File: src/mpwm_map.svh
// register offsets, field positions, reset values, generator count and dead-band width of the motor pwm block
// assumes a plain register port with byte addresses and 32-bit data
`ifndef MPWM_MAP_SVH
`define MPWM_MAP_SVH
`define MPWM_NGEN        3
// global registers
`define MPWM_R_ENABLE    8'h00
`define MPWM_R_INVERT    8'h04
`define MPWM_R_FAULTEN   8'h08
`define MPWM_R_ISTAT     8'h0c
`define MPWM_R_IMASK     8'h10
`define MPWM_R_FAULTST   8'h14
// per generator block: base 0x40 + 0x40*n
`define MPWM_G_BASE      8'h40
`define MPWM_G_STRIDE    8'h40
`define MPWM_G_CTL       4'h0
`define MPWM_G_LOAD      4'h1
`define MPWM_G_COUNT     4'h2
`define MPWM_G_CMPA      4'h3
`define MPWM_G_CMPB      4'h4
`define MPWM_G_GENA      4'h5
`define MPWM_G_GENB      4'h6
`define MPWM_G_DBCTL     4'h7
`define MPWM_G_DBRISE    4'h8
`define MPWM_G_DBFALL    4'h9
`define MPWM_G_EVSEL     4'ha
// ctl fields
`define MPWM_CTL_RUN     0
`define MPWM_CTL_UPDOWN  1
`define MPWM_CTL_SYNCUPD 2
// event bit positions: zero, load, cmpa up, cmpa down, cmpb up, cmpb down
`define MPWM_EV_ZERO     0
`define MPWM_EV_LOAD     1
`define MPWM_EV_AUP      2
`define MPWM_EV_ADN      3
`define MPWM_EV_BUP      4
`define MPWM_EV_BDN      5
`define MPWM_DB_W        12
`define MPWM_RST_LOAD    16'hffff
`endif

File: src/mpwm_pkg.sv
// types shared by the motor pwm block
// used by name only, never imported
package mpwm_pkg;
  typedef enum logic [1:0] {
    MPWM_ACT_NONE = 2'b00,
    MPWM_ACT_INV  = 2'b01,
    MPWM_ACT_LOW  = 2'b10,
    MPWM_ACT_HIGH = 2'b11
  } mpwm_act_t;
  typedef enum logic [0:0] {
    MPWM_DIR_DOWN = 1'b0,
    MPWM_DIR_UP   = 1'b1
  } mpwm_dir_t;
  typedef struct packed {
    logic [7:0]  addr;
    logic [31:0] wdata;
    logic        wr;
    logic        rd;
  } mpwm_bus_t;
endpackage

File: src/mpwm_top.sv
// motor pwm block: three generators, dead-band, output control, fault and interrupt logic
// assumes synchronous inputs on ref_clk_in and a one-cycle register port
`timescale 1ns/1ps
`include "mpwm_map.svh"
module mpwm_top (
  input  wire logic        ref_clk_in,    // 50 MHz clock
  input  wire logic        rstn_in,       // async reset, active low
  input  wire logic        clk_en_in,     // freezes all state when low
  input  wire logic [7:0]  addr_in,       // byte address
  input  wire logic [31:0] wdata_in,      // write data
  input  wire logic        wr_in,         // write strobe
  input  wire logic        rd_in,         // read strobe
  input  wire logic        fault_in,      // fault, active high
  output logic      [31:0] rdata_out,     // read data, cycle after rd
  output logic      [5:0]  pwm_out,       // pwm pins
  output logic             irq_out,       // level interrupt
  output logic      [2:0]  adc_trig_out   // one-cycle adc trigger per generator
);
  localparam int N = `MPWM_NGEN;
  mpwm_pkg::mpwm_bus_t bus;
  assign bus = '{addr: addr_in, wdata: wdata_in, wr: wr_in, rd: rd_in};

  logic [5:0]  enable_r, invert_r, faulten_r;
  logic [2:0]  istat_r, imask_r;
  logic        fault_st_r;
  logic [2:0]  ctl_r     [N];
  logic [15:0] load_r    [N], load_act_r [N], cnt_r [N];
  logic [15:0] cmpa_r    [N], cmpa_act_r [N], cmpb_r [N], cmpb_act_r [N];
  logic [11:0] gena_r    [N], genb_r [N];
  logic        dben_r    [N];
  logic [`MPWM_DB_W-1:0] dbrise_r [N], dbfall_r [N], dbcnt_r [N];
  logic [11:0] evsel_r   [N];
  logic        dir_r     [N];
  logic [1:0]  wave_r    [N];
  logic [1:0]  db_r      [N];
  logic        dbprev_r  [N];
  logic [5:0]  ev        [N];
  logic [2:0]  irq_ev;

  // apply one programmed action to a waveform level
  function automatic logic act(input logic cur, input logic [1:0] a);
    case (mpwm_pkg::mpwm_act_t'(a))
      mpwm_pkg::MPWM_ACT_INV:  act = ~cur;
      mpwm_pkg::MPWM_ACT_LOW:  act = 1'b0;
      mpwm_pkg::MPWM_ACT_HIGH: act = 1'b1;
      default:                 act = cur;
    endcase
  endfunction

  // generator-register hit: true when the address is register r within block g
  function automatic logic ghit(input logic [7:0] a, input int g, input logic [3:0] r);
    ghit = (a == 8'((`MPWM_G_BASE + g * `MPWM_G_STRIDE) + {r, 2'b00}));
  endfunction

  genvar g;
  generate
    for (g = 0; g < N; g++) begin : gen_blk
      logic zero_ev, load_ev, a_m, b_m, upd;
      assign zero_ev = ctl_r[g][`MPWM_CTL_RUN] && (cnt_r[g] == 16'h0000);
      assign load_ev = ctl_r[g][`MPWM_CTL_RUN] && (cnt_r[g] == load_act_r[g]);
      assign a_m     = ctl_r[g][`MPWM_CTL_RUN] && (cnt_r[g] == cmpa_act_r[g]);
      assign b_m     = ctl_r[g][`MPWM_CTL_RUN] && (cnt_r[g] == cmpb_act_r[g]);
      assign ev[g]   = {b_m & ~dir_r[g], b_m & dir_r[g], a_m & ~dir_r[g], a_m & dir_r[g], load_ev, zero_ev};
      assign upd     = ~ctl_r[g][`MPWM_CTL_SYNCUPD] | zero_ev | ~ctl_r[g][`MPWM_CTL_RUN];

      // counter: down-only reloads at zero, up/down turns at zero and load
      always_ff @(posedge ref_clk_in or negedge rstn_in) begin
        if (!rstn_in) begin
          cnt_r[g] <= 16'h0000;
          dir_r[g] <= mpwm_pkg::MPWM_DIR_DOWN;
        end else if (clk_en_in && ctl_r[g][`MPWM_CTL_RUN]) begin
          if (ctl_r[g][`MPWM_CTL_UPDOWN]) begin
            if (zero_ev) begin
              dir_r[g] <= mpwm_pkg::MPWM_DIR_UP;
              cnt_r[g] <= (load_act_r[g] == 16'h0000) ? 16'h0000 : 16'h0001;
            end else if (load_ev || cnt_r[g] > load_act_r[g]) begin
              dir_r[g] <= mpwm_pkg::MPWM_DIR_DOWN;
              cnt_r[g] <= cnt_r[g] - 16'h0001;
            end else begin
              cnt_r[g] <= dir_r[g] ? cnt_r[g] + 16'h0001 : cnt_r[g] - 16'h0001;
            end
          end else begin
            dir_r[g] <= mpwm_pkg::MPWM_DIR_DOWN;
            cnt_r[g] <= zero_ev ? load_act_r[g] : cnt_r[g] - 16'h0001;
          end
        end
      end

      // shadow to active copies, immediately or at counter zero
      always_ff @(posedge ref_clk_in or negedge rstn_in) begin
        if (!rstn_in) begin
          load_act_r[g] <= `MPWM_RST_LOAD;
          cmpa_act_r[g] <= 16'h0000;
          cmpb_act_r[g] <= 16'h0000;
        end else if (clk_en_in && upd) begin
          load_act_r[g] <= load_r[g];
          cmpa_act_r[g] <= cmpa_r[g];
          cmpb_act_r[g] <= cmpb_r[g];
        end
      end

      // waveform builder: later events in the list take priority
      always_ff @(posedge ref_clk_in or negedge rstn_in) begin
        if (!rstn_in) begin
          wave_r[g] <= 2'b00;
        end else if (clk_en_in) begin
          logic wa, wb;
          wa = wave_r[g][0];
          wb = wave_r[g][1];
          for (int e = 0; e < 6; e++) begin
            if (ev[g][e]) begin
              wa = act(wa, gena_r[g][2*e +: 2]);
              wb = act(wb, genb_r[g][2*e +: 2]);
            end
          end
          wave_r[g] <= {wb, wa};
        end
      end

      // dead-band: output 0 follows a rising after rise delay, output 1 its complement after fall delay
      always_ff @(posedge ref_clk_in or negedge rstn_in) begin
        if (!rstn_in) begin
          db_r[g]     <= 2'b00;
          dbprev_r[g] <= 1'b0;
          dbcnt_r[g]  <= '0;
        end else if (clk_en_in) begin
          dbprev_r[g] <= wave_r[g][0];
          if (!dben_r[g]) begin
            db_r[g]    <= wave_r[g];
            dbcnt_r[g] <= '0;
          end else if (wave_r[g][0] != dbprev_r[g]) begin
            db_r[g]    <= 2'b00;
            dbcnt_r[g] <= wave_r[g][0] ? dbrise_r[g] : dbfall_r[g];
          end else if (dbcnt_r[g] != '0) begin
            dbcnt_r[g] <= dbcnt_r[g] - 1'b1;
          end else begin
            db_r[g] <= {~wave_r[g][0], wave_r[g][0]};
          end
        end
      end
    end
  endgenerate

  // selectors: evsel low six bits pick interrupt events, high six pick adc triggers
  always_comb begin
    for (int i = 0; i < N; i++) begin
      irq_ev[i] = |(ev[i] & evsel_r[i][5:0]);
    end
  end

  always_ff @(posedge ref_clk_in or negedge rstn_in) begin
    if (!rstn_in) begin
      adc_trig_out <= 3'h0;
    end else if (clk_en_in) begin
      for (int i = 0; i < N; i++) begin
        adc_trig_out[i] <= |(ev[i] & evsel_r[i][11:6]);
      end
    end
  end

  // sticky interrupt status: set wins over write-one-to-clear
  always_ff @(posedge ref_clk_in or negedge rstn_in) begin
    if (!rstn_in) begin
      istat_r    <= 3'h0;
      fault_st_r <= 1'b0;
    end else if (clk_en_in) begin
      logic [2:0] clr;
      clr = (bus.wr && bus.addr == `MPWM_R_ISTAT) ? bus.wdata[2:0] : 3'h0;
      istat_r <= (istat_r & ~clr) | irq_ev;
      if (fault_in) begin
        fault_st_r <= 1'b1;
      end else if (bus.wr && bus.addr == `MPWM_R_FAULTST && bus.wdata[0]) begin
        fault_st_r <= 1'b0;
      end
    end
  end

  // register writes
  always_ff @(posedge ref_clk_in or negedge rstn_in) begin
    if (!rstn_in) begin
      enable_r  <= 6'h00;
      invert_r  <= 6'h00;
      faulten_r <= 6'h00;
      imask_r   <= 3'h0;
      for (int i = 0; i < N; i++) begin
        ctl_r[i]    <= 3'h0;
        load_r[i]   <= `MPWM_RST_LOAD;
        cmpa_r[i]   <= 16'h0000;
        cmpb_r[i]   <= 16'h0000;
        gena_r[i]   <= 12'h000;
        genb_r[i]   <= 12'h000;
        dben_r[i]   <= 1'b0;
        dbrise_r[i] <= '0;
        dbfall_r[i] <= '0;
        evsel_r[i]  <= 12'h000;
      end
    end else if (clk_en_in && bus.wr) begin
      case (bus.addr)
        `MPWM_R_ENABLE:  enable_r  <= bus.wdata[5:0];
        `MPWM_R_INVERT:  invert_r  <= bus.wdata[5:0];
        `MPWM_R_FAULTEN: faulten_r <= bus.wdata[5:0];
        `MPWM_R_IMASK:   imask_r   <= bus.wdata[2:0];
        default: begin
        end
      endcase
      for (int i = 0; i < N; i++) begin
        if (ghit(bus.addr, i, `MPWM_G_CTL))    ctl_r[i]    <= bus.wdata[2:0];
        if (ghit(bus.addr, i, `MPWM_G_LOAD))   load_r[i]   <= bus.wdata[15:0];
        if (ghit(bus.addr, i, `MPWM_G_CMPA))   cmpa_r[i]   <= bus.wdata[15:0];
        if (ghit(bus.addr, i, `MPWM_G_CMPB))   cmpb_r[i]   <= bus.wdata[15:0];
        if (ghit(bus.addr, i, `MPWM_G_GENA))   gena_r[i]   <= bus.wdata[11:0];
        if (ghit(bus.addr, i, `MPWM_G_GENB))   genb_r[i]   <= bus.wdata[11:0];
        if (ghit(bus.addr, i, `MPWM_G_DBCTL))  dben_r[i]   <= bus.wdata[0];
        if (ghit(bus.addr, i, `MPWM_G_DBRISE)) dbrise_r[i] <= bus.wdata[`MPWM_DB_W-1:0];
        if (ghit(bus.addr, i, `MPWM_G_DBFALL)) dbfall_r[i] <= bus.wdata[`MPWM_DB_W-1:0];
        if (ghit(bus.addr, i, `MPWM_G_EVSEL))  evsel_r[i]  <= bus.wdata[11:0];
      end
    end
  end

  // register reads, unmapped reads return zero
  always_ff @(posedge ref_clk_in or negedge rstn_in) begin
    if (!rstn_in) begin
      rdata_out <= 32'h0;
    end else if (clk_en_in) begin
      logic [31:0] d;
      d = 32'h0;
      case (bus.addr)
        `MPWM_R_ENABLE:  d = {26'h0, enable_r};
        `MPWM_R_INVERT:  d = {26'h0, invert_r};
        `MPWM_R_FAULTEN: d = {26'h0, faulten_r};
        `MPWM_R_ISTAT:   d = {29'h0, istat_r};
        `MPWM_R_IMASK:   d = {29'h0, imask_r};
        `MPWM_R_FAULTST: d = {30'h0, fault_in, fault_st_r};
        default: begin
        end
      endcase
      for (int i = 0; i < N; i++) begin
        if (ghit(bus.addr, i, `MPWM_G_CTL))    d = {29'h0, ctl_r[i]};
        if (ghit(bus.addr, i, `MPWM_G_LOAD))   d = {16'h0, load_r[i]};
        if (ghit(bus.addr, i, `MPWM_G_COUNT))  d = {16'h0, cnt_r[i]};
        if (ghit(bus.addr, i, `MPWM_G_CMPA))   d = {16'h0, cmpa_r[i]};
        if (ghit(bus.addr, i, `MPWM_G_CMPB))   d = {16'h0, cmpb_r[i]};
        if (ghit(bus.addr, i, `MPWM_G_GENA))   d = {20'h0, gena_r[i]};
        if (ghit(bus.addr, i, `MPWM_G_GENB))   d = {20'h0, genb_r[i]};
        if (ghit(bus.addr, i, `MPWM_G_DBCTL))  d = {31'h0, dben_r[i]};
        if (ghit(bus.addr, i, `MPWM_G_DBRISE)) d = {20'h0, dbrise_r[i]};
        if (ghit(bus.addr, i, `MPWM_G_DBFALL)) d = {20'h0, dbfall_r[i]};
        if (ghit(bus.addr, i, `MPWM_G_EVSEL))  d = {20'h0, evsel_r[i]};
      end
      rdata_out <= bus.rd ? d : 32'h0;
    end
  end

  // output control: polarity, enable, fault shutdown; fault acts on the raw input level
  always_ff @(posedge ref_clk_in or negedge rstn_in) begin
    if (!rstn_in) begin
      pwm_out <= 6'h00;
      irq_out <= 1'b0;
    end else if (clk_en_in) begin
      logic [5:0] w;
      for (int i = 0; i < N; i++) begin
        w[2*i +: 2] = db_r[i];
      end
      w = w ^ invert_r;
      w = w & enable_r;
      if (fault_in) begin
        w = w & ~faulten_r;
      end
      pwm_out <= w;
      irq_out <= |((istat_r | irq_ev) & imask_r);
    end
  end
endmodule

File: config.mk
export PLATFORM = sky130hd
export DESIGN_NAME = mpwm_top
export DESIGN_NICKNAME = d
export VERILOG_FILES = /design/src/mpwm_pkg.sv /design/src/mpwm_top.sv
export VERILOG_INCLUDE_DIRS = /design/src /design/src/src
export SDC_FILE = /design/constraint.sdc
export NUM_CORES = 2
export LEC_CHECK = 0
export ABC_AREA = 0
export ABC_CLOCK_PERIOD_IN_PS = 10100
export BUFFER_PORTS_ARGS = -buffer_cell sky130_fd_sc_hd__clkbuf_2
export CELL_PAD_IN_SITES_DETAIL_PLACEMENT = 1
export CELL_PAD_IN_SITES_GLOBAL_PLACEMENT = 2
export CORE_UTILIZATION = 45
export CTS_BUF_LIST = sky130_fd_sc_hd__clkbuf_16
export DETAILED_ROUTE_END_ITERATION = 10
export GPL_ROUTABILITY_DRIVEN = 0
export PLACE_DENSITY = 0.82
export SKIP_LAST_GASP = 1
export SYNTH_ARGS = -nofsm -noshare
export SYNTH_HDL_FRONTEND = slang
export SYNTH_SLANG_ARGS = --single-unit
File: constraint.sdc
create_clock -name ref_clk_in -period 10.1 [get_ports ref_clk_in]
set_input_delay 0.505 -clock ref_clk_in [delete_from_list [all_inputs] [get_ports ref_clk_in]]
set_output_delay 0.505 -clock ref_clk_in [all_outputs]
set_load 0.05 [all_outputs]
==> key figures <==
Synth
  – Register area share after synthesis: between 40% and 50%
  – Post-synthesis cell count: between 3000 and 4000
  – Distinct cells, synth: 84
  – Post-synth top area share: 37.47%
  – Synth area leader: dfrtp_1
  – Synthesized area: 35860 µm²
  – Count leader, synth: dfrtp_1
  – Synth Flop Type: dfrtp_1
  – Area contributors post-synth: dfrtp_1 37%, mux2_2 17%, dfstp_2 7.0%, o21ai_0 3.4%, a21oi_1 2.8%
  – Syn_area_per_cell: around 10 µm²
  – Post-synth EDFFs: 0
  – Fraction of registers with async set/reset: 100.0%
  – Synth Register Bits: between 600 and 700
  – Commonest cells post-synth: 537 x dfrtp_1, 531 x mux2_2, 254 x nand2_1
  – Syn. warnings: 0

Floorplanning
  – Die W: 284.3 µm
  – Initial cell density of the core: 45.47%
  – Die Area: ~81000 µm²
  – Die Ht: roughly 280 µm
  – I/O pin total: 88
  – Core Rows: 103
  – Core area: 78870 µm²

STA
  – Slew headroom: 17.04%
  – Hold Vio Cnt, Final: 0
  – Clock Skew: 24.90 ps
  – Final Cycle Share: about 48%
  – Min Tclk post-route: 4846 ps
  – Setup_tns: 0 ps
  – Max-slew violation count: 0
  – RSZ-0062 raised after global routing: no
  – Least-Margin Pin Slew: 1240 ps
  – Highest clock rate: 206.3 MHz
  – Final setup violation count: 0
  – Worst hold margin: between 300 and 400 ps

Final layout
  – Layout Cells excl Fill: 4588
  – Final #Nets: ~3600
  – Area delta synth->final: 9.818%
  – Design Area, Final: 39380 µm²
  – Ratio of cells with drive above 1 in the final layout: 24.79%
  – Fill cells: around 8600
  – Diodes inserted: 0
  – Fin util: 49.93%

Clock network
  – CTS sink count: about 630
  – CTS tree: done
  – Total CTS buffers: 75
  – Setup bufs post-CTS: 0
  – Root Buffer: clkbuf_16
  – Clk_lat worst skew: 630 ps
  – Htree depth: 3
  – Clock buffer depth: 3
  – CTS-repair resized insts: 0
  – Hold_buf cts: 1
  – Clock-pin transition on the worst setup and hold timing paths: 60 ps

Worst setup path
  – CP peak stage delay: 680 ps
  – CP Capture Type: flop
  – Crit Path Class: reg -> reg
  – Crit path cell chain: inv_1, ha_1, nor4b_1, and3_1, and4_1, o21ai_0, a22oi_1, o211ai_1, o21a_1, or4b_2, o211ai_1, mux2i_1, a32o_1
  – Most frequent CP cell: o211ai_1
  – WP data arrival: 5340 ps
  – CP max-delay cell: and4_1
  – Crit start category: flop
  – Required time of the worst setup path: between 10000 and 15000 ps
  – Crit path max fanout: 10
  – R2r setup slk: between 5000 and 6000 ps

Power and ir drop
  – P_leak: 17.40 nW
  – P per Cell Area: about 160 nW/µm²
  – VDD IR-drop max: about 0.12 mV

Global route
  – Vias in the first global route: between 30000 and 40000
  – Initial antenna violation count: 5
  – First-pass GRT wire length: 206.8 mm
  – GRT overflow: 0
  – Gr usage total: 33.53%
  – Largest net degree at the start of global routing: 140

Route
  – Starting DRT DRC Count: approximately 2800
  – DRC viols: 0
  – Via Count: between 30000 and 40000
  – Total Wirelength: 136.2 mm
  – Vias per cell: 6.573
  – Routed met1 length: 60.71 mm
  – WL met2: 61.55 mm
  – Antenna-violating nets left: 0
  – Drt wl/cell: 29.70 µm
  – DR top layer: met5
  – Routed wl met3: 9.738 mm
  – DRT Pass-1 Iters: 5

Worst hold path
  – Min-delay worst type: in -> reg

Placement
  – Final HPWL DP: 95.22 mm
  – Port Buffers: 55
  – Placed Area: approximately 37000 µm²
  – Placed Cells: 4451

Run status
  – Status: finished, final reports clean

Run
  – Max_cap viols: 0
[power breakdown]
group	switching (W)	total, W	leakage [nW]	internal, W
clock network	0.00116	0.00272	1.23	0.00156
logic	0.000509	0.000822	7.92	0.000312
registers	0.000218	0.00287	8.25	0.00265
total	0.00189	0.00641	17.4	0.00453
[cells in the final DEF (no fill, tap or decap), types with 19 or more instances in the layout]
cell       count
dfrtp_1      537
mux2_2       531
nand2_1      254
o21ai_0      237
a21oi_1      200
nor2_1       189
inv_1        126
dfstp_2       96
nand3_1       95
nor3_1        90
xnor2_1       80
clkbuf_16     77
ha_1          63
buf_4         60
mux2i_1       55
clkbuf_2      53
xor2_1        45
o22ai_1       44
a22o_1        44
a22oi_1       40
nand4_1       39
a221oi_1      39
or3_1         36
o221ai_1      35
nor4_1        32
and3_1        31
o211ai_1      25
a31oi_1       24
nand2b_1      20
a21o_1        20
o31ai_1       19
[per-layer routing]
metal	global-route usage (%)	vias to the layer above
li1	-	12900
met1	48.11	15800
met2	51.60	1194
met3	5.706	255
met4	10.17	4
met5	0	-
[worst max-delay path, delay by kind of cell (launching register included)]
kind | cells | cell delay (ps)
AO/OA/AOI/OAI | 6 | 1310
adder cells (fa/ha/maj) | 1 | 290
buffers and inverters | 1 | 230
flip-flops | 1 | 560
multiplexers | 1 | 130
AND/OR/NAND/NOR | 4 | 2180
[registers in the layout, summed over array words and instances (netlist names), 6 cells and up]
signal	count
cmpa_act_r	48
cmpa_r	48
cmpb_act_r	48
cmpb_r	48
cnt_r	48
load_act_r	48
load_r	48
dbcnt_r	36
dbfall_r	36
dbrise_r	36
evsel_r	36
gena_r	36
genb_r	36
rdata_out	16
ctl_r	9
db_r	6
enable_r	6
faulten_r	6
invert_r	6
pwm_out	6
wave_r	6
[cells by family (layout without fill, tap and decap cells)]
family	count (synthesis)	count (layout)	synth area share (%)
other cells	1	16	0.01046
flops	633	633	44.51
xor+xnor	125	125	3.053
mux	586	586	18.21
fa+ha+maj	63	63	2.198
buf+inv	381	362	4.194
compound gates	868	868	15.77
simple gates	885	885	12.05
[layout make-up]
class / count / area [µm²] / share of cell area [%]
Tap cell: 1050 / 1314 / 3.336
Inverter: 110 / 412.9 / 1.048
Clock buffer: 77 / 1927 / 4.893
Sequential cell: 633 / 15960 / 40.53
Timing Repair Buffer: 116 / 760.7 / 1.932
Clock inverter: 59 / 461.7 / 1.172
Multi-Input combinational cell: 2543 / 18550 / 47.09
[path summary, 6_finish.rpt]
kind	from	to	depth (start not counted)
worst max-delay path	cnt_r[17]	wave_r[2]	13
worst min-delay path	fault_in	fault_st_r	2
worst max register to register	cnt_r[17]	wave_r[2]	13
worst min register to register	rdata_out[13]	rdata_out[13]	1
max in group asynchronous	rstn_in	dbcnt_r[25]	4
min in group asynchronous	rstn_in	cnt_r[21]	2
[stage by stage]
step           worst slack, ps  power (W)
4_1_cts                   5422   0.006428
3_5_place_dp              5459   0.003715
3_3_place_gp              5577   0.003667
6_report                  5254   0.006411
2_1_floorplan             6570   0.003369
5_1_grt                   5145   0.006616
(Power assumes the default switching activity.)
